==> src/rtl/fls_cfg.svh <==
`ifndef FLS_CFG_SVH
`define FLS_CFG_SVH

// Core clock rate in MHz; busy times in microseconds are scaled by it.
`define FLS_CLK_MHZ        100

// Instruction codes; the values are arbitrary.
`define FLS_ARM_WRITE_CMD    8'h06
`define FLS_DISARM_WRITE_CMD 8'h04
`define FLS_STATUS_READ_CMD  8'h05
`define FLS_STATUS_WRITE_CMD 8'h01
`define FLS_DATA_READ_CMD    8'h03
`define FLS_PAGE_WRITE_CMD   8'h02
`define FLS_BLOCK_WIPE_CMD   8'hd8
`define FLS_CHIP_WIPE_CMD    8'hc7

// Field positions inside flash_status.
`define FLS_SR_BUSY_BIT    0
`define FLS_SR_LATCH_BIT   1
`define FLS_SR_LEVEL_LO    2
`define FLS_SR_LEVEL_HI    4
`define FLS_SR_LOCK_BIT    7

// Reset values of the protection level and the lock bit.
`define FLS_LEVEL_RESET    3'h0
`define FLS_LOCK_RESET     1'h0

// Array geometry: 128 sectors of 256 pages of 256 bytes.
`define FLS_ADDR_W         23
`define FLS_SECTORS        8'h80
`define FLS_FIFO_DEPTH     4

// Least byte counts of a frame for page write, sector wipe and status write.
`define FLS_PAGE_MIN_BYTES 3'h5
`define FLS_WIPE_MIN_BYTES 3'h4
`define FLS_SR_MIN_BYTES   3'h2

// Default busy times in microseconds.
`define FLS_STATUS_US      15
`define FLS_PAGE_US        1500
`define FLS_SECTOR_US      100000
`define FLS_BULK_US        1000000

`endif

==> src/rtl/fls_pkg.sv <==
package fls_pkg;

  // Frame phase, Gray coded along command, address, data.
  typedef enum logic [1:0] {
    PH_CMD  = 2'b00,
    PH_ADDR = 2'b01,
    PH_DATA = 2'b11,
    PH_IGN  = 2'b10
  } fls_phase_t;

  // Operation codes handed to the array.
  typedef enum logic [1:0] {
    OP_PROG  = 2'b00,
    OP_SECT  = 2'b01,
    OP_BULK  = 2'b11,
    OP_ABORT = 2'b10
  } fls_op_t;

endpackage : fls_pkg

==> src/rtl/fls_stream_if.sv <==
`timescale 1ns/100ps
`default_nettype none

// Byte stream from the serial front end into the program FIFO.
interface fls_stream_if #(parameter int W = 31);
  logic         valid;  // Source holds a word.
  logic         ready;  // Sink can take a word.
  logic [W-1:0] data;   // Address and data of one staged byte.
  logic         idle;   // Sink holds nothing at all.
  modport src (output valid, output data, input ready, input idle);
  modport snk (input valid, input data, output ready, output idle);
endinterface : fls_stream_if

`default_nettype wire

==> src/rtl/fls_fifo.sv <==
`timescale 1ns/100ps
`default_nettype none

// Small FIFO with a registered output word.
module fls_fifo #(
  parameter int W     = 31,
  parameter int DEPTH = 4
) (
  input  wire logic         clock,
  input  wire logic         srst,
  fls_stream_if.snk         in_s,
  output var  logic         out_valid,
  input  wire logic         out_ready,
  output var  logic [W-1:0] out_data
);
  localparam int PW = $clog2(DEPTH);

  logic [W-1:0] mem_q [DEPTH];           // Storage words.
  logic [PW-1:0] wp_q, wp_d, rp_q, rp_d; // Write and read pointers.
  logic [PW:0]   cnt_q, cnt_d;           // Words in storage.
  logic          ov_q, ov_d;             // Output word valid.
  logic [W-1:0]  od_q, od_d;             // Output word.
  logic          push, pop;

  // Storage refuses only when truly full, so back-pressure is honest.
  assign in_s.ready = (cnt_q != (PW+1)'(DEPTH));
  assign in_s.idle  = (cnt_q == '0) && !ov_q;
  assign out_valid  = ov_q;
  assign out_data   = od_q;

  // Pointer and output stage next values.
  always_comb begin
    push = in_s.valid && in_s.ready;
    pop  = (cnt_q != '0) && (!ov_q || out_ready);
    wp_d = push ? PW'(wp_q + 1'b1) : wp_q;
    rp_d = pop ? PW'(rp_q + 1'b1) : rp_q;
    cnt_d = cnt_q + (PW+1)'(push) - (PW+1)'(pop);
    ov_d = ov_q;
    od_d = od_q;
    if (pop) begin
      ov_d = 1'b1;
      od_d = mem_q[rp_q];
    end else if (out_ready) begin
      ov_d = 1'b0;
    end
  end

  // Registers; storage words need no reset.
  always_ff @(posedge clock) begin
    if (push) begin
      mem_q[wp_q] <= in_s.data;
    end
    if (srst) begin
      wp_q  <= '0;
      rp_q  <= '0;
      cnt_q <= '0;
      ov_q  <= 1'b0;
      od_q  <= '0;
    end else begin
      wp_q  <= wp_d;
      rp_q  <= rp_d;
      cnt_q <= cnt_d;
      ov_q  <= ov_d;
      od_q  <= od_d;
    end
  end
endmodule : fls_fifo

`default_nettype wire

==> src/rtl/fls_spi_target.sv <==
`timescale 1ns/100ps
`default_nettype none
`include "fls_cfg.svh"

// Functional notes
// - Output bit changes after serial clock falls.
// - Input bit sampled on serial clock rise.
// - Deselected means output not driven.
// - Standby only once internal cycle finished.
// - Nothing accepted before first select falling edge.
// - Hold pauses, sequence resumes unchanged.
// - Held: output released, clock and input ignored.
// - Write protect pin freezes protection settings while lock is set.
// - Modes 0 and 3 both work.
// - Page write, consecutive bytes within one page.
// - Arm, then four bytes plus data, then cycle.
// - Sector or whole array erase, then cycle.
// - Busy flag set during internal cycles.
// - Latch flag shows internal write latch.
// - Three level bits select protected region.
// - Lock plus low protect pin freezes bits.
// - 128 sectors, 256 pages, 256 bytes.
// - Latch cleared at reset and after writes.
// - Writes need bit count multiple of eight.
// - Whole erase only with level zero.
// - Level doubles protected top sector count.
module fls_spi_target #(
  parameter int unsigned STATUS_US = `FLS_STATUS_US,
  parameter int unsigned PAGE_US   = `FLS_PAGE_US,
  parameter int unsigned SECTOR_US = `FLS_SECTOR_US,
  parameter int unsigned BULK_US   = `FLS_BULK_US
) (
  input  wire logic                   clock,
  input  wire logic                   srst,
  input  wire logic                   spi_sclk,
  input  wire logic                   spi_cs_n,
  input  wire logic                   spi_mosi,
  input  wire logic                   spi_hold_n,
  input  wire logic                   spi_wp_n,
  output var  logic                   spi_miso,
  output var  logic                   spi_miso_oe,
  output var  logic [`FLS_ADDR_W-1:0] arr_rd_addr,
  input  wire logic [7:0]             arr_rd_data,
  output var  logic                   arr_wr_valid,
  input  wire logic                   arr_wr_ready,
  output var  logic [`FLS_ADDR_W-1:0] arr_wr_addr,
  output var  logic [7:0]             arr_wr_data,
  output var  logic                   arr_op_valid,
  output var  logic [1:0]             arr_op_code,
  output var  logic [`FLS_ADDR_W-1:0] arr_op_addr,
  output var  logic                   standby
);
  localparam int AW = `FLS_ADDR_W;
  localparam int SW = AW + 8;
  // Busy times converted to core clock cycles.
  localparam int unsigned STATUS_CYC = STATUS_US * `FLS_CLK_MHZ;
  localparam int unsigned PAGE_CYC   = PAGE_US * `FLS_CLK_MHZ;
  localparam int unsigned SECTOR_CYC = SECTOR_US * `FLS_CLK_MHZ;
  localparam int unsigned BULK_CYC   = BULK_US * `FLS_CLK_MHZ;

  // Pin synchroniser order: sclk, cs_n, mosi, hold_n, wp_n.
  logic [4:0] s1_q, s2_q;          // Two flip-flop chain.
  logic       sclk_prev_q;         // Last synchronised clock level.
  logic       cs_prev_q;           // Last synchronised select level.
  logic       sclk, cs_n, mosi, hold_n, wp_n;
  logic       rise, fall, cs_fall, cs_rise;

  fls_pkg::fls_phase_t phase_q, phase_d;  // Frame phase.
  logic          seen_q, seen_d;        // First select edge seen.
  logic          hold_q, hold_d;        // Hold condition active.
  logic [2:0]    bit_q, bit_d;          // Bit within byte.
  logic [2:0]    byte_q, byte_d;        // Whole bytes, saturating.
  logic [7:0]    sh_q, sh_d;            // Input shifter.
  logic [7:0]    cmd_q, cmd_d;          // Instruction of this frame.
  logic [AW-1:0] addr_q, addr_d;        // Frame address.
  logic [7:0]    srn_q, srn_d;          // New status byte.
  logic [7:0]    tx_q, tx_d;            // Output shifter.
  logic          miso_q, miso_d;
  logic          oe_q, oe_d;
  logic          wel_q, wel_d;          // Write latch.
  logic [2:0]    lvl_q, lvl_d;          // Protection level.
  logic          lock_q, lock_d;        // Status lock.
  logic          busy_q, busy_d;        // Internal cycle running.
  logic [31:0]   cnt_q, cnt_d;          // Busy timer.
  logic          pv_q, pv_d;            // Staged byte waiting for FIFO.
  logic [SW-1:0] pd_q, pd_d;
  logic          opp_q, opp_d;          // Array operation waiting.
  logic [1:0]    opc_q, opc_d;
  logic          opv_q, opv_d;
  logic [AW-1:0] rda_q, rda_d;          // Array read address.
  logic          sb_q, sb_d;            // Standby power state.
  logic [7:0]    nsh, src, status, thr;
  logic          prot, frozen;

  fls_stream_if #(.W(SW)) stg ();

  // Program bytes queue here; the array drains them at its own pace.
  fls_fifo #(.W(SW), .DEPTH(`FLS_FIFO_DEPTH)) u_fifo (
    .clock     (clock),
    .srst      (srst),
    .in_s      (stg.snk),
    .out_valid (arr_wr_valid),
    .out_ready (arr_wr_ready),
    .out_data  ({arr_wr_addr, arr_wr_data})
  );

  assign stg.valid   = pv_q;
  assign stg.data    = pd_q;
  assign spi_miso    = miso_q;
  assign spi_miso_oe = oe_q;
  assign arr_rd_addr = rda_q;
  assign arr_op_valid = opv_q;
  assign arr_op_code = opc_q;
  assign arr_op_addr = addr_q;
  assign standby     = sb_q;

  // Pins come from another domain; only the second stage is read.
  always_ff @(posedge clock) begin
    if (srst) begin
      s1_q        <= 5'h1a;
      s2_q        <= 5'h1a;
      sclk_prev_q <= 1'b0;
      cs_prev_q   <= 1'b1;
    end else begin
      s1_q        <= {spi_wp_n, spi_hold_n, spi_mosi, spi_cs_n, spi_sclk};
      s2_q        <= s1_q;
      sclk_prev_q <= s2_q[0];
      cs_prev_q   <= s2_q[1];
    end
  end

  always_comb begin
    {wp_n, hold_n, mosi, cs_n, sclk} = s2_q;
    // Only edges in a selected, unheld frame count.
    rise    = sclk && !sclk_prev_q && !cs_n && seen_q && !hold_q;
    fall    = !sclk && sclk_prev_q && !cs_n && seen_q && !hold_q;
    cs_fall = !cs_n && cs_prev_q;
    cs_rise = cs_n && !cs_prev_q && seen_q;
  end

  // Status byte and protection decode.
  always_comb begin
    status = 8'h00;
    status[`FLS_SR_BUSY_BIT]  = busy_q;
    status[`FLS_SR_LATCH_BIT] = wel_q;
    status[`FLS_SR_LEVEL_HI:`FLS_SR_LEVEL_LO] = lvl_q;
    status[`FLS_SR_LOCK_BIT] = lock_q;
    // Level n above 0 protects the top 2^n sectors; level 7 covers all 128.
    thr  = `FLS_SECTORS - (8'h01 << lvl_q);
    prot = (lvl_q != 3'h0) && ({1'b0, addr_q[AW-1:16]} >= thr);
    frozen = lock_q && !wp_n;
    nsh = {sh_q[6:0], mosi};
  end

  // Frame, status and busy next values.
  always_comb begin
    phase_d = phase_q; seen_d = seen_q; hold_d = hold_q;
    bit_d = bit_q; byte_d = byte_q; sh_d = sh_q; cmd_d = cmd_q;
    addr_d = addr_q; srn_d = srn_q; tx_d = tx_q; miso_d = miso_q;
    wel_d = wel_q; lvl_d = lvl_q; lock_d = lock_q; busy_d = busy_q;
    cnt_d = cnt_q; pv_d = pv_q; pd_d = pd_q; opp_d = opp_q;
    opc_d = opc_q; opv_d = 1'b0; rda_d = rda_q;
    src = (cmd_q == `FLS_DATA_READ_CMD) ? arr_rd_data : status;
    if (cs_fall) begin
      seen_d = 1'b1;
    end
    // Hold clears on deselect; while selected it changes only while the serial clock is low.
    if (cs_n) begin
      hold_d = 1'b0;
    end else if (!sclk) begin
      hold_d = !hold_n;
    end
    // Driven only while selected and not held.
    oe_d = !cs_n && seen_q && !hold_q;
    if (pv_q && stg.ready) begin
      pv_d = 1'b0;
    end
    if (rise) begin
      sh_d  = nsh;
      bit_d = bit_q + 3'h1;
      if (bit_q == 3'h7) begin
        byte_d = (byte_q == 3'h7) ? byte_q : byte_q + 3'h1;
        unique case (phase_q)
          fls_pkg::PH_CMD: begin
            cmd_d = nsh;
            if (busy_q && nsh != `FLS_STATUS_READ_CMD) begin
              phase_d = fls_pkg::PH_IGN;
            end else if (nsh == `FLS_DATA_READ_CMD || nsh == `FLS_PAGE_WRITE_CMD ||
                         nsh == `FLS_BLOCK_WIPE_CMD) begin
              phase_d = fls_pkg::PH_ADDR;
            end else if (nsh == `FLS_STATUS_READ_CMD || nsh == `FLS_STATUS_WRITE_CMD) begin
              phase_d = fls_pkg::PH_DATA;
            end else begin
              phase_d = fls_pkg::PH_IGN;
            end
          end
          fls_pkg::PH_ADDR: begin
            addr_d = {addr_q[AW-9:0], nsh};
            if (byte_q == 3'h3) begin
              phase_d = fls_pkg::PH_DATA;
              rda_d   = {addr_q[AW-9:0], nsh};
            end
          end
          fls_pkg::PH_DATA: begin
            if (cmd_q == `FLS_PAGE_WRITE_CMD) begin
              // Bytes stay inside the page; the column wraps.
              pd_d = {addr_q, nsh};
              pv_d = 1'b1;
              addr_d = {addr_q[AW-1:8], addr_q[7:0] + 8'h01};
            end else if (cmd_q == `FLS_STATUS_WRITE_CMD && byte_q == 3'h1) begin
              srn_d = nsh;
            end
          end
          fls_pkg::PH_IGN: begin
          end
        endcase
      end
    end
    // Load a fresh byte at each byte boundary, else shift.
    if (fall && phase_q == fls_pkg::PH_DATA) begin
      if (bit_q == 3'h0) begin
        miso_d = src[7];
        tx_d   = {src[6:0], 1'b0};
        if (cmd_q == `FLS_DATA_READ_CMD) begin
          rda_d = rda_q + AW'(1);
        end
      end else begin
        miso_d = tx_q[7];
        tx_d   = {tx_q[6:0], 1'b0};
      end
    end
    // An operation leaves once the queue has drained; an abort has no busy cycle to wait in.
    if (opp_q && !pv_q && stg.idle) begin
      opp_d = 1'b0;
      opv_d = 1'b1;
    end
    // Busy timer; a program also waits for the queue to drain.
    if (busy_q) begin
      if (cnt_q != 32'h0) begin
        cnt_d = cnt_q - 32'h1;
      end else if (!opp_q && !pv_q && stg.idle) begin
        busy_d = 1'b0;
        wel_d  = 1'b0;
      end
    end
    // Frame end: instructions act only on whole bytes.
    if (cs_rise) begin
      phase_d = fls_pkg::PH_CMD;
      bit_d   = 3'h0;
      byte_d  = 3'h0;
      if (bit_q == 3'h0 && !busy_q) begin
        if (cmd_q == `FLS_ARM_WRITE_CMD && byte_q != 3'h0) begin
          wel_d = 1'b1;
        end else if (cmd_q == `FLS_DISARM_WRITE_CMD && byte_q != 3'h0) begin
          wel_d = 1'b0;
        end else if (cmd_q == `FLS_PAGE_WRITE_CMD && byte_q >= `FLS_PAGE_MIN_BYTES) begin
          opp_d = 1'b1;
          if (wel_q && !prot) begin
            opc_d  = fls_pkg::OP_PROG;
            busy_d = 1'b1;
            cnt_d  = 32'(PAGE_CYC);
          end else begin
            opc_d = fls_pkg::OP_ABORT;
          end
        end else if (cmd_q == `FLS_BLOCK_WIPE_CMD && byte_q >= `FLS_WIPE_MIN_BYTES &&
                     wel_q && !prot) begin
          opp_d  = 1'b1;
          opc_d  = fls_pkg::OP_SECT;
          busy_d = 1'b1;
          cnt_d  = 32'(SECTOR_CYC);
        end else if (cmd_q == `FLS_CHIP_WIPE_CMD && byte_q != 3'h0 && wel_q &&
                     lvl_q == 3'h0) begin
          opp_d  = 1'b1;
          opc_d  = fls_pkg::OP_BULK;
          busy_d = 1'b1;
          cnt_d  = 32'(BULK_CYC);
        end else if (cmd_q == `FLS_STATUS_WRITE_CMD && byte_q >= `FLS_SR_MIN_BYTES &&
                     wel_q && !frozen) begin
          lvl_d  = srn_q[`FLS_SR_LEVEL_HI:`FLS_SR_LEVEL_LO];
          lock_d = srn_q[`FLS_SR_LOCK_BIT];
          busy_d = 1'b1;
          cnt_d  = 32'(STATUS_CYC);
        end
      end else if (!busy_q && cmd_q == `FLS_PAGE_WRITE_CMD && byte_q >= `FLS_PAGE_MIN_BYTES) begin
        // A ragged page write still leaves staged bytes that must be thrown away.
        opp_d = 1'b1;
        opc_d = fls_pkg::OP_ABORT;
      end
    end
    // Standby waits for any running cycle and for staged bytes to leave.
    sb_d = cs_n && !busy_d && !opp_d;
  end

  // Register stage; no pin value is loaded under reset.
  always_ff @(posedge clock) begin
    if (srst) begin
      phase_q <= fls_pkg::PH_CMD; seen_q <= 1'b0; hold_q <= 1'b0;
      bit_q <= 3'h0; byte_q <= 3'h0; sh_q <= 8'h00; cmd_q <= 8'h00;
      addr_q <= '0; srn_q <= 8'h00; tx_q <= 8'h00; miso_q <= 1'b0;
      oe_q <= 1'b0; wel_q <= 1'b0; lvl_q <= `FLS_LEVEL_RESET;
      lock_q <= `FLS_LOCK_RESET; busy_q <= 1'b0; cnt_q <= 32'h0;
      pv_q <= 1'b0; pd_q <= '0; opp_q <= 1'b0; opc_q <= 2'h0;
      opv_q <= 1'b0; rda_q <= '0; sb_q <= 1'b1;
    end else begin
      phase_q <= phase_d; seen_q <= seen_d; hold_q <= hold_d;
      bit_q <= bit_d; byte_q <= byte_d; sh_q <= sh_d; cmd_q <= cmd_d;
      addr_q <= addr_d; srn_q <= srn_d; tx_q <= tx_d; miso_q <= miso_d;
      oe_q <= oe_d; wel_q <= wel_d; lvl_q <= lvl_d;
      lock_q <= lock_d; busy_q <= busy_d; cnt_q <= cnt_d;
      pv_q <= pv_d; pd_q <= pd_d; opp_q <= opp_d; opc_q <= opc_d;
      opv_q <= opv_d; rda_q <= rda_d; sb_q <= sb_d;
    end
  end
endmodule : fls_spi_target

`default_nettype wire

==> config.mk <==
export PLATFORM = sky130hd
export DESIGN_NAME = fls_spi_target
export DESIGN_NICKNAME = d
export VERILOG_FILES = /design/src/rtl/fls_pkg.sv /design/src/rtl/fls_stream_if.sv /design/src/rtl/fls_fifo.sv /design/src/rtl/fls_spi_target.sv
export VERILOG_INCLUDE_DIRS = /design/src /design/src/rtl
export SDC_FILE = /design/constraint.sdc
export NUM_CORES = 1
export LEC_CHECK = 0
export ABC_AREA = 1
export BUFFER_PORTS_ARGS = -buffer_cell sky130_fd_sc_hd__buf_2
export CORE_MARGIN = 2
export CORE_UTILIZATION = 61
export DETAILED_ROUTE_END_ITERATION = 10
export PLACE_DENSITY = 0.8
export SLEW_MARGIN = 0
export SYNTH_ARGS = -nofsm -noshare
export SYNTH_HDL_FRONTEND = slang
export SYNTH_SLANG_ARGS = --single-unit
==> constraint.sdc <==
create_clock -name clock -period 2.95 [get_ports clock]
set_input_delay 0.295 -clock clock [delete_from_list [all_inputs] [get_ports clock]]
set_output_delay 0.295 -clock clock [all_outputs]
set_load 0.02 [all_outputs]
==> flow_metrics.tcl, run 1 <==
set metrics [dict create \
    slew_headroom 0.448 \
    die_w_um 162 \
    setup_violations 0 \
    reg2reg_depth 18 \
    worstReg2RegEnd "cnt_q[27]" \
    async_flop_share 0 \
    numCtsBuffers 35 \
    ant_nets 0 \
    fin_nets 1926 \
    synth_ff_type "dfxtp_1" \
    min_path_type "input port to flop" \
    p_per_area_nw_per_um2 667 \
    final-hold-violation-count 0 \
    path_class "flop to flop" \
    worst_pin_slew_ns 0.828 \
    yosysSeqAreaShare 0.522 \
    grt-ovfl-total 0 \
    finalHoldWorstSlack_ns 0.0531 \
    crit_fanout 7 \
    timing.rr.start "lvl_q[0]" \
    min_period_ns 2.73 \
    min_from "arr_rd_data[6]" \
    grt_pass1_vias 11900 \
    cts.clk_slew.worst_paths_ns 0.06 \
    vias_per_cell 5.79 \
    layout_common_cells "nor2_1, o21ai_0, nand2_1" \
    synth_warnings 0 \
    setup_tns_ns 0 \
    cts_tree "yes" \
    final_layout_size_suffix_gt1_frac 0.143 \
    cap_violations 0 \
    ir_drop_uv 542 \
    core_area_sq_um 24400 \
    die_area_sq_um 26200 \
    track_usage 0.300 \
    num_antenna_cells 0 \
    status "completed" \
    dieHeight_um 162 \
    cts_sinks 334 \
    numPortBuffers 99 \
    ys_ff_latch 334 \
    gp_congestion 0.938 \
    cts_setup_buffers 0 \
    holdPathEnd "tx_q[7]" \
    firstDrtPassIters 5 \
    arrival_ns 3.14 \
    synthesis.area_sq_um 15200 \
    max_freq_mhz 366 \
    grt_pass1_wl_um 62500 \
    synth_nets 1845 \
    ys_types 48 \
    root_buffer "clkbuf_16" \
    clkLatencyLatePin_ns 0.52 \
    drt_iter0_drc 1269 \
    antenna_found_initial 0 \
    clockBufferDepth 3 \
    skew_ns 0.0144 \
    layout_commonest_cell "nor2_1" \
    crit_path_end_kind "flop" \
    syn_to_final_growth_pct 12.9 \
    min_period_over_period 0.926 \
    drv_slew 0 \
    dp_hpwl_um 26300 \
    avgSynthCellArea_sq_um 8.43 \
    ff2ff_setup_slack_ns 0.22 \
    ctsHtreeMaxLevel 2 \
    synthCells 1802 \
    num_vias 12900 \
    holdPathStages 3 \
    leakagePower_nw 7.05 \
    io_pins 100 \
    fp-row-count 57 \
    drt_wl_total_um 39700 \
    routedWlPerCell_um 17.8 \
    grt_max_degree 66 \
    cp-start-kind "flop" \
    synth_edf_count 124 \
    worst_ep_required_time_ns 3.36 \
    start_util 0.623 \
    drc 0 \
]
==> worst max-delay path by stage <==
| stage | from | endpoint | slack, ns | cells past startpoint |
|---|---|---|---|---|
| 3_3_place_gp | lvl_q[1] | cnt_q[25] | 0.18 | 17 |
| 4_1_cts | lvl_q[1] | cnt_q[27] | 0.07 | 17 |
| 6_report | lvl_q[0] | cnt_q[27] | 0.22 | 18 |
| 2_1_floorplan | u_fifo.cnt_q[1] | u_fifo.mem_q[0][0] | 0.42 | 4 |
| 3_5_place_dp | lvl_q[1] | cnt_q[25] | 0.11 | 17 |
| 5_1_grt | lvl_q[0] | cnt_q[23] | -0.01 | 21 |
==> cells in the mapped netlist (all sizes together) (2+ instances only) <==
cell / instances / area (sq um)
xnor2: 4 / 35.0
nand2: 218 / 831
edfxtp: 124 / 3720
nand3: 69 / 365
o21ai: 231 / 1160
a21o: 2 / 15.0
a21oi: 147 / 743
o21bai: 4 / 30.0
and3: 2 / 12.5
a211oi: 38 / 430
dfxtp: 210 / 4200
clkbuf: 57 / 215
nor2: 328 / 1280
or2: 11 / 68.8
o211ai: 7 / 52.6
ha: 26 / 325
xor2: 21 / 184
nand4: 19 / 134
o21a: 4 / 30.0
inv: 178 / 668
buf: 24 / 156
a31oi: 35 / 219
nor4: 5 / 31.3
nand3b: 7 / 52.6
nor3: 23 / 163
==> metal layers <==
layer | part of all wire | up-vias | global-route usage | routed length, um
li1 | - | 6253 | - | -
met1 | 0.44 | 6110 | 0.418 | 17300
met2 | 0.45 | 484 | 0.474 | 17900
met3 | 0.084 | 85 | 0.0575 | 3350
met4 | 0.028 | 0 | 0.0990 | 1110
met5 | 0 | - | 0 | 0
==> cell type report <==
cell class / count / area [sq um]
fill: 1909 / 7220
inverter: 179 / 672
tap: 324 / 405
clock buffer: 54 / 1030
clock inverter: 8 / 111
timing repair buffer: 125 / 743
sequential: 334 / 7930
multi-input combinational: 1208 / 6280
==> stage by stage <==
step | total power, mW | setup slack [ns] | utilization | instances | instance area, sq um
floorplan | 6.55 | 0.416 | - | 1802 | 15200
CTS | 11.5 | 0.0697 | 0.703 | 2232 | 17100
detailed placement | 7.15 | 0.105 | 0.654 | 2165 | 15900
finish | 11.4 | 0.218 | 0.704 | 2232 | 17200
global placement | 7.09 | 0.185 | 0.654 | 2165 | 15900
global route | 11.9 | -0.0117 | 0.704 | 2232 | 17200
==> logic make-up after synthesis <==
group,Yosys count,share of synthesized area
AND/OR/NAND/NOR,682,0.193
AO/OA/AOI/OAI,473,0.179
flip-flops,334,0.522
buffers and inverters,260,0.0687
adder cells (fa/ha/maj),27,0.0227
XOR/XNOR,25,0.0144
multiplexers,1,0.000659
==> state kept, by name (all words and copies together), names as in the netlist, 2 cells and up <==
register	flops
u_fifo.wp_q	2
cmd_q	8
lvl_q	3
cnt_q	32
bit_q	3
arr_op_code	2
u_fifo.mem_q	124
s1_q	5
s2_q	5
tx_q	7
u_fifo.rp_q	2
sh_q	7
phase_q	2
u_fifo.cnt_q	3
byte_q	3
arr_op_addr	23
arr_rd_addr	23
pd_q	31
u_fifo.out_data	31
srn_q	4
==> worst max-delay path, cell delays in order, from the launching register on <==
cell	delay [ns]
dfxtp_1	0.37
inv_1	0.11
nor2_2	0.11
nand2_1	0.06
ha_1	0.20
inv_1	0.09
a21oi_1	0.06
o211ai_1	0.08
o21ai_0	0.11
ha_1	0.29
and3_1	0.14
nand2_1	0.06
nand2_1	0.05
nand2_2	0.12
nand2_1	0.13
nand2_1	0.15
nand3_2	0.23
nand2_2	0.17
nor2_1	0.06
==> power by group <==
group	total, mW	internal (mW)	switching (mW)
sequential	5.17	5.01	0.166
combinational	1.91	0.570	1.34
clock	4.36	2.59	1.78
==> what timing repair did <==
action                     in CTS  in global routing
hold endpoints to repair        5                  0
gates resized for setup         0                 12
setup endpoints to repair       0                 29
hold buffers                    5                  0
(Power assumes the default switching activity.)
==> run 2, diff against run 1 <==
--- a/config.mk
+++ b/config.mk
@@ -10,9 +10,12 @@
 export BUFFER_PORTS_ARGS = -buffer_cell sky130_fd_sc_hd__buf_2
 export CORE_MARGIN = 2
 export CORE_UTILIZATION = 61
+export CTS_CLUSTER_SIZE = 12
 export DETAILED_ROUTE_END_ITERATION = 10
+export GPL_TIMING_DRIVEN = 1
 export PLACE_DENSITY = 0.8
 export SLEW_MARGIN = 0
 export SYNTH_ARGS = -nofsm -noshare
 export SYNTH_HDL_FRONTEND = slang
+export SYNTH_HIERARCHICAL = 1
 export SYNTH_SLANG_ARGS = --single-unit
==> run 2 against run 1 <==
Against the previous run:
- non-clock buffer count down 1
- area after synthesis up 4.7%
- utilization down 1.2 points
- worst setup slack better by 0.059 ns
- clock power up 5.5%
- count of clock-buffer cells in the layout up 4
- sequential share of layout area down 1.8 points
- global-route usage down 0.99 points
- clock skew up 0.013 ns
- first-iteration DRC count down 9.5%
- critical path type unchanged
- critical endpoint is now standby
==> flow_metrics.tcl, run 2 <==
set metrics [dict create \
    num_antenna_cells 0 \
    finalPower_mw 11.8 \
    ys_types 55 \
    largest_register_ff_count 124 \
    layout_common_cells "nand2_1, inv_1, dfxtp_1" \
    grt_max_degree 66 \
    synth_edf_count 124 \
    path_class "flop to flop" \
    stdcell_count 2466 \
    drt_wl_total_um 39400 \
    gp_congestion 0.954 \
    crit_path_end_kind "flop" \
    reg.largest.list "u_fifo/mem_q (124), cnt_q (32)" \
    p_sw_frac 0.286 \
    internal-power_mw 8.40 \
    track_usage 0.290 \
    synth_common_cells "nand2_1, inv_1, dfxtp_1, nor2_1, a21oi_1" \
    avgSynthCellArea_sq_um 7.88 \
    status "completed" \
    synthCells 2019 \
    vias_per_cell 5.49 \
    setup_slack_ns 0.277 \
    final_cell_area_sq_um 17900 \
    combPwrFrac 0.176 \
    cts_tree "yes" \
    cp_common_cell "nand2_1" \
    fp-row-count 59 \
    ys_ff_latch 334 \
    cap_violations 0 \
    numPortBuffers 99 \
    arrival_ns 3.09 \
    worst_ep_required_time_ns 3.36 \
    firstDrtPassIters 5 \
    setup_tns_ns 0 \
    die_w_um 165 \
    max_freq_mhz 374 \
    slew_headroom 0.501 \
    drt_iter0_drc 1148 \
    grt_pass1_vias 12700 \
    leakagePower_nw 8.32 \
    core_area_sq_um 25800 \
    drv_slew 0 \
    syn_to_final_growth_pct 12.4 \
    root_buffer "clkbuf_16" \
    cts_sinks 334 \
    ir_drop_uv 590 \
    cts.clk_slew.worst_paths_ns 0.06 \
    ctsHtreeMaxLevel 2 \
    grt-ovfl-total 0 \
    yosys-top-cells-area "dfxtp_1, edfxtp_1, nand2_1" \
    dpl_cell_area_sq_um 16600 \
    skew_ns 0.0275 \
    post-synth-top-count-cell "nand2_1" \
    io_pins 100 \
    synth_nets 2062 \
    synth_ff_type "dfxtp_1" \
    setup_violations 0 \
    dp_cells 2397 \
    synthesis.area_sq_um 15900 \
    ant_nets 0 \
    dp_hpwl_um 26500 \
    min_path_type "input port to flop" \
    numCtsBuffers 36 \
    cp_slowest_cell "dfxtp_1" \
    clkLatencyLatePin_ns 0.53 \
    clockBufferDepth 3 \
    layout_commonest_cell "nand2_1" \
    drc 0 \
    post-place-ws_ns 0.0940 \
    min_period_ns 2.67 \
    final.fill_count 2070 \
    critical-path-max-stage-delay_ns 0.31 \
    min_period_over_period 0.906 \
    cp-start-kind "flop" \
    clkPwrFrac 0.391 \
    final-hold-violation-count 0 \
    routedWlPerCell_um 16.0 \
    start_util 0.616 \
    rsz0062_at_grt "no" \
    worst_pin_slew_ns 0.745 \
    yosysSeqAreaShare 0.498 \
    synth_top_area_frac 0.264 \
    crit_path_cell_trace "inv_1, nand2_1, nor2_2, inv_1, ha_1, o211ai_1, a21oi_1, xor2_1, ha_1, nand2_1, nand2_1, nor2_1, nand2_1, nand2_4, nand2_2, nand2_1, nand2_4, nand2_1, nor2_1, nand2_1, nand2_1" \
    dieHeight_um 165 \
    largest-register "u_fifo/mem_q" \
    final_layout_size_suffix_gt1_frac 0.119 \
    grt_pass1_wl_um 62600 \
    fin_nets 2148 \
    yosys.area.top_type "dfxtp_1" \
    p_per_area_nw_per_um2 658 \
    p_seq_frac 0.433 \
    crit_fanout 8 \
    antenna_found_initial 0 \
    die_area_sq_um 27400 \
    p_switching_mw 3.36 \
    synth_warnings 6 \
    num_vias 13500 \
    async_flop_share 0 \
]
run 2: worst paths after layout:
kind,from,end,slack (ns),cells past startpoint
hold reg to reg,s2_q[3],hold_q,0.41,1
setup reg to reg,lvl_q[0],standby,0.28,21
setup / recovery,lvl_q[0],standby,0.28,21
hold / removal,arr_rd_data[5],tx_q[6],0.05,3
run 2: area by class of cell:
| type | count | area (sq um) | area share |
|---|---|---|---|
| repair buffers | 124 | 696 | 0.0389 |
| multi-input cells | 1280 | 6380 | 0.357 |
| inverters | 329 | 1240 | 0.0692 |
| well taps | 335 | 419 | 0.0234 |
| flip-flops and latches | 334 | 7930 | 0.444 |
| clock buffers | 58 | 1100 | 0.0614 |
| clock inverters | 6 | 116 | 0.00651 |
run 2: layer usage:
metal | track usage | part of all wire
met3 | 0.0452 | 0.072
met2 | 0.501 | 0.49
met5 | 0 | 0
met1 | 0.363 | 0.41
met4 | 0.117 | 0.033
run 2: stage by stage:
stage                      util  hold WS (ns)
after floorplan               -         0.357
after global placement    0.642         0.389
after detailed placement  0.642         0.397
after CTS                 0.691        0.0358
after global routing      0.692        0.0659
final                     0.692        0.0488
run 2: logic make-up after synthesis:
family                     synth area share
AOI/OAI and AO/OA                     0.122
DFF                                   0.498
xor gates and xnor gates             0.0176
muxes                              0.000629
buffers and inverters                 0.102
and+or+nand+nor                       0.238
adders and majority gates            0.0217
run 2: critical path: cells and delay by family (launching register included):
family / cells / cell delay [ns]
simple gates: 14 / 1.20
fa+ha+maj: 2 / 0.53
xor+xnor: 1 / 0.15
compound gates: 2 / 0.20
buf+inv: 2 / 0.19
flops: 1 / 0.31
run 2: power by group through the flow:
stage               Combinational [mW]  Clock (mW)  Sequential (mW)
finish                            2.07        4.60             5.10
global route                      2.32        4.81             5.14
CTS                               2.08        4.64             5.10
floorplan                         1.37           0             5.44
global placement                  2.00           0             5.19
detailed placement                2.04           0             5.20
run 2: timing repair:
item                                   CTS  global route
setup endpoints to repair                0            36
setup buffers                            0             0
hold buffers                             5             0
endpoints found under the hold margin    5             0
resized for setup                        0             5
==> run 3, diff against run 2 <==
--- a/config.mk
+++ b/config.mk
@@ -6,14 +6,13 @@
 export SDC_FILE = /design/constraint.sdc
 export NUM_CORES = 1
 export LEC_CHECK = 0
-export ABC_AREA = 1
 export BUFFER_PORTS_ARGS = -buffer_cell sky130_fd_sc_hd__buf_2
 export CORE_MARGIN = 2
-export CORE_UTILIZATION = 61
+export CORE_UTILIZATION = 60
 export CTS_CLUSTER_SIZE = 12
 export DETAILED_ROUTE_END_ITERATION = 10
 export GPL_TIMING_DRIVEN = 1
-export PLACE_DENSITY = 0.8
+export PLACE_DENSITY = 0.76
 export SLEW_MARGIN = 0
 export SYNTH_ARGS = -nofsm -noshare
 export SYNTH_HDL_FRONTEND = slang
==> run 3 against run 2 <==
Against the previous run:
- non-clock buffer count is 18 higher
- hold slack better by 0.089 ns
- area after synthesis is 11% lower
- synthesized cell count is 36% lower
- count of clock-buffer cells in the layout is 7 lower
- die area is 9.4% lower
- utilization hardly changed
- fmax is 6.9% lower
- cell count is 30% lower
- largest cell class unchanged
- highest routed layer unchanged
==> flow_metrics.tcl, run 3 <==
set metrics [dict create \
    layout_commonest_cell "dfxtp_1" \
    worst_pin_slew_ns 1.15 \
    synth_common_cells "dfxtp_1, nand2_1, edfxtp_1, a21oi_1, nor2_1" \
    ys_ff_latch 334 \
    skew_ns 0.0132 \
    startpoint "lvl_q[2]" \
    crit_path_cell_trace "or3b_4, ha_4, xnor2_1, a22o_1, ha_4, nand3_2, a41o_1, o31a_1, o221ai_2, nand3_2, buf_6, nor2_2" \
    track_usage 0.262 \
    gp_congestion 0.912 \
    final_cell_area_sq_um 16100 \
    cts_sinks 334 \
    synth_ff_type "dfxtp_1" \
    routedWlPerCell_um 18.4 \
    clockBufferDepth 3 \
    yosys.area.top_type "dfxtp_1" \
    antenna_found_initial 0 \
    num_antenna_cells 0 \
    cap_violations 0 \
    crit_fanout 6 \
    min_path_type "input port to flop" \
    synthesis.area_sq_um 14100 \
    post-place-ws_ns 0.0768 \
    largest-register "u_fifo/mem_q" \
    core_area_sq_um 23300 \
    grt_pass1_wl_um 51400 \
    ir_drop_uv 388 \
    fp-row-count 56 \
    dp_hpwl_um 20800 \
    synth_top_area_frac 0.297 \
    firstDrtPassIters 5 \
    path_class "flop to flop" \
    synth_nets 1335 \
    cp_slowest_cell "or3b_4" \
    finalPower_mw 10.6 \
    leakagePower_nw 5.81 \
    cp-start-kind "flop" \
    io_pins 100 \
    grt_max_degree 60 \
    yosysSeqAreaShare 0.561 \
    min_from "srst" \
    avgSynthCellArea_sq_um 10.9 \
    p_per_area_nw_per_um2 658 \
    yosys-top-cells-area "dfxtp_1, edfxtp_1, mux4_2" \
    synth_edf_count 124 \
    reg.largest.list "u_fifo/mem_q (124), cnt_q (32)" \
    timing.rr.start "lvl_q[2]" \
    cts.clk_slew.worst_paths_ns 0.06 \
    drv_slew 0 \
    root_buffer "clkbuf_16" \
    synth_warnings 6 \
    min_period_over_period 0.973 \
    layout_common_cells "dfxtp_1, nand2_1, edfxtp_1" \
    numCtsBuffers 35 \
    post-synth-top-count-cell "dfxtp_1" \
    fin_util 0.692 \
    status "completed" \
    ctsHtreeMaxLevel 2 \
    cts_tree "yes" \
    arrival_ns 3.32 \
    setup_violations 0 \
    fin_nets 1437 \
    async_flop_share 0 \
    grt_pass1_vias 9777 \
    die_w_um 158 \
    largest_register_ff_count 124 \
    numPortBuffers 99 \
    drt_iter0_drc 886 \
    die_area_sq_um 24800 \
    critical-path-max-stage-delay_ns 0.40 \
    num_vias 10400 \
    ys_types 83 \
    slew_headroom 0.228 \
    worst_ep_required_time_ns 3.40 \
    vias_per_cell 5.98 \
    drt_wl_total_um 31900 \
    start_util 0.606 \
    dieHeight_um 158 \
    synthCells 1292 \
    max_freq_mhz 348 \
    clkLatencyLatePin_ns 0.52 \
    syn_to_final_growth_pct 14.2 \
    drc 0 \
    final-hold-violation-count 0 \
    dpl_cell_area_sq_um 15000 \
    crit_path_end_kind "flop" \
    min_period_ns 2.87 \
    rsz0062_at_grt "yes" \
    final_layout_size_suffix_gt1_frac 0.188 \
    setup_slack_ns 0.0802 \
    grt-ovfl-total 0 \
    ant_nets 0 \
]
run 3: cell types whose count changed after synthesis, moves of 30 or more:
cell	previous run	this run
inv_1	311	29
o21ai_0	109	34
nand3_1	132	50
nand2_1	419	161
a21oi_1	165	114
nor2_1	206	90
o21ai_1	30	0
a22o_1	0	32
mux4_2	0	31
run 3: final cells by class:
type / instances / area, sq um
tap: 319 / 399
sequential: 334 / 7940
clock inverter: 7 / 51.3
inverter: 30 / 113
fill: 1739 / 7190
timing repair buffer: 142 / 837
multi-input combinational: 851 / 5850
clock buffer: 51 / 956
run 3: worst paths after layout:
kind	slack [ns]	endpoint	cells after the start
hold reg to reg	0.42	s2_q[4]	1
setup reg to reg	0.08	cnt_q[29]	12
setup / recovery	0.08	cnt_q[29]	12
hold / removal	0.14	u_fifo/cnt_q[1]	2
run 3: timing repair:
action / in CTS / in global routing
hold buffers: 5 / 0
setup endpoints to repair: 0 / 22
gates resized for setup: 0 / 21
hold endpoints to repair: 5 / 0
setup buffers: 0 / 1
run 3: logic make-up (layout without fill, tap and decap cells):
| family | after synthesis | in the layout | share of synthesized area |
|---|---|---|---|
| and+or+nand+nor | 469 | 469 | 0.171 |
| DFF | 334 | 334 | 0.561 |
| xor gates and xnor gates | 22 | 22 | 0.0136 |
| adders and majority gates | 27 | 27 | 0.0244 |
| AOI/OAI and AO/OA | 281 | 281 | 0.131 |
| buffers and inverters | 107 | 230 | 0.0348 |
| muxes | 52 | 52 | 0.0642 |
run 3: power breakdown:
part | internal, mW | switching (mW)
Clock | 2.25 | 1.73
Combinational | 0.694 | 0.813
Sequential | 4.97 | 0.170
run 3: per-stage QoR:
| step | TNS, ns | hold WS [ns] | std cells |
|---|---|---|---|
| 2_1_floorplan | -0.00333 | 0.389 | 1292 |
| 3_3_place_gp | 0 | 0.393 | 1670 |
| 3_5_place_dp | 0 | 0.406 | 1670 |
| 4_1_cts | 0 | 0.112 | 1733 |
| 5_1_grt | -0.0233 | 0.139 | 1734 |
| 6_report | 0 | 0.138 | 1734 |
run 3: critical path: cells and delay by family (launching register included):
| family | cells | cell delay [ns] |
|---|---|---|
| flip-flops | 1 | 0.36 |
| AND/OR/NAND/NOR | 4 | 0.70 |
| buffers and inverters | 1 | 0.18 |
| XOR/XNOR | 1 | 0.12 |
| AO/OA/AOI/OAI | 4 | 0.96 |
| adder cells (fa/ha/maj) | 2 | 0.49 |
run 3: per-layer routing:
metal  global-route usage  vias up  part of all wire  routed length [um]
li1                     -     4968                 -                   -
met1                0.353     5026              0.44               13900
met2                0.441      318              0.49               15500
met3               0.0347       59             0.051                1610
met4               0.0861        0             0.026                 841
met5                    0        -                 0                   0
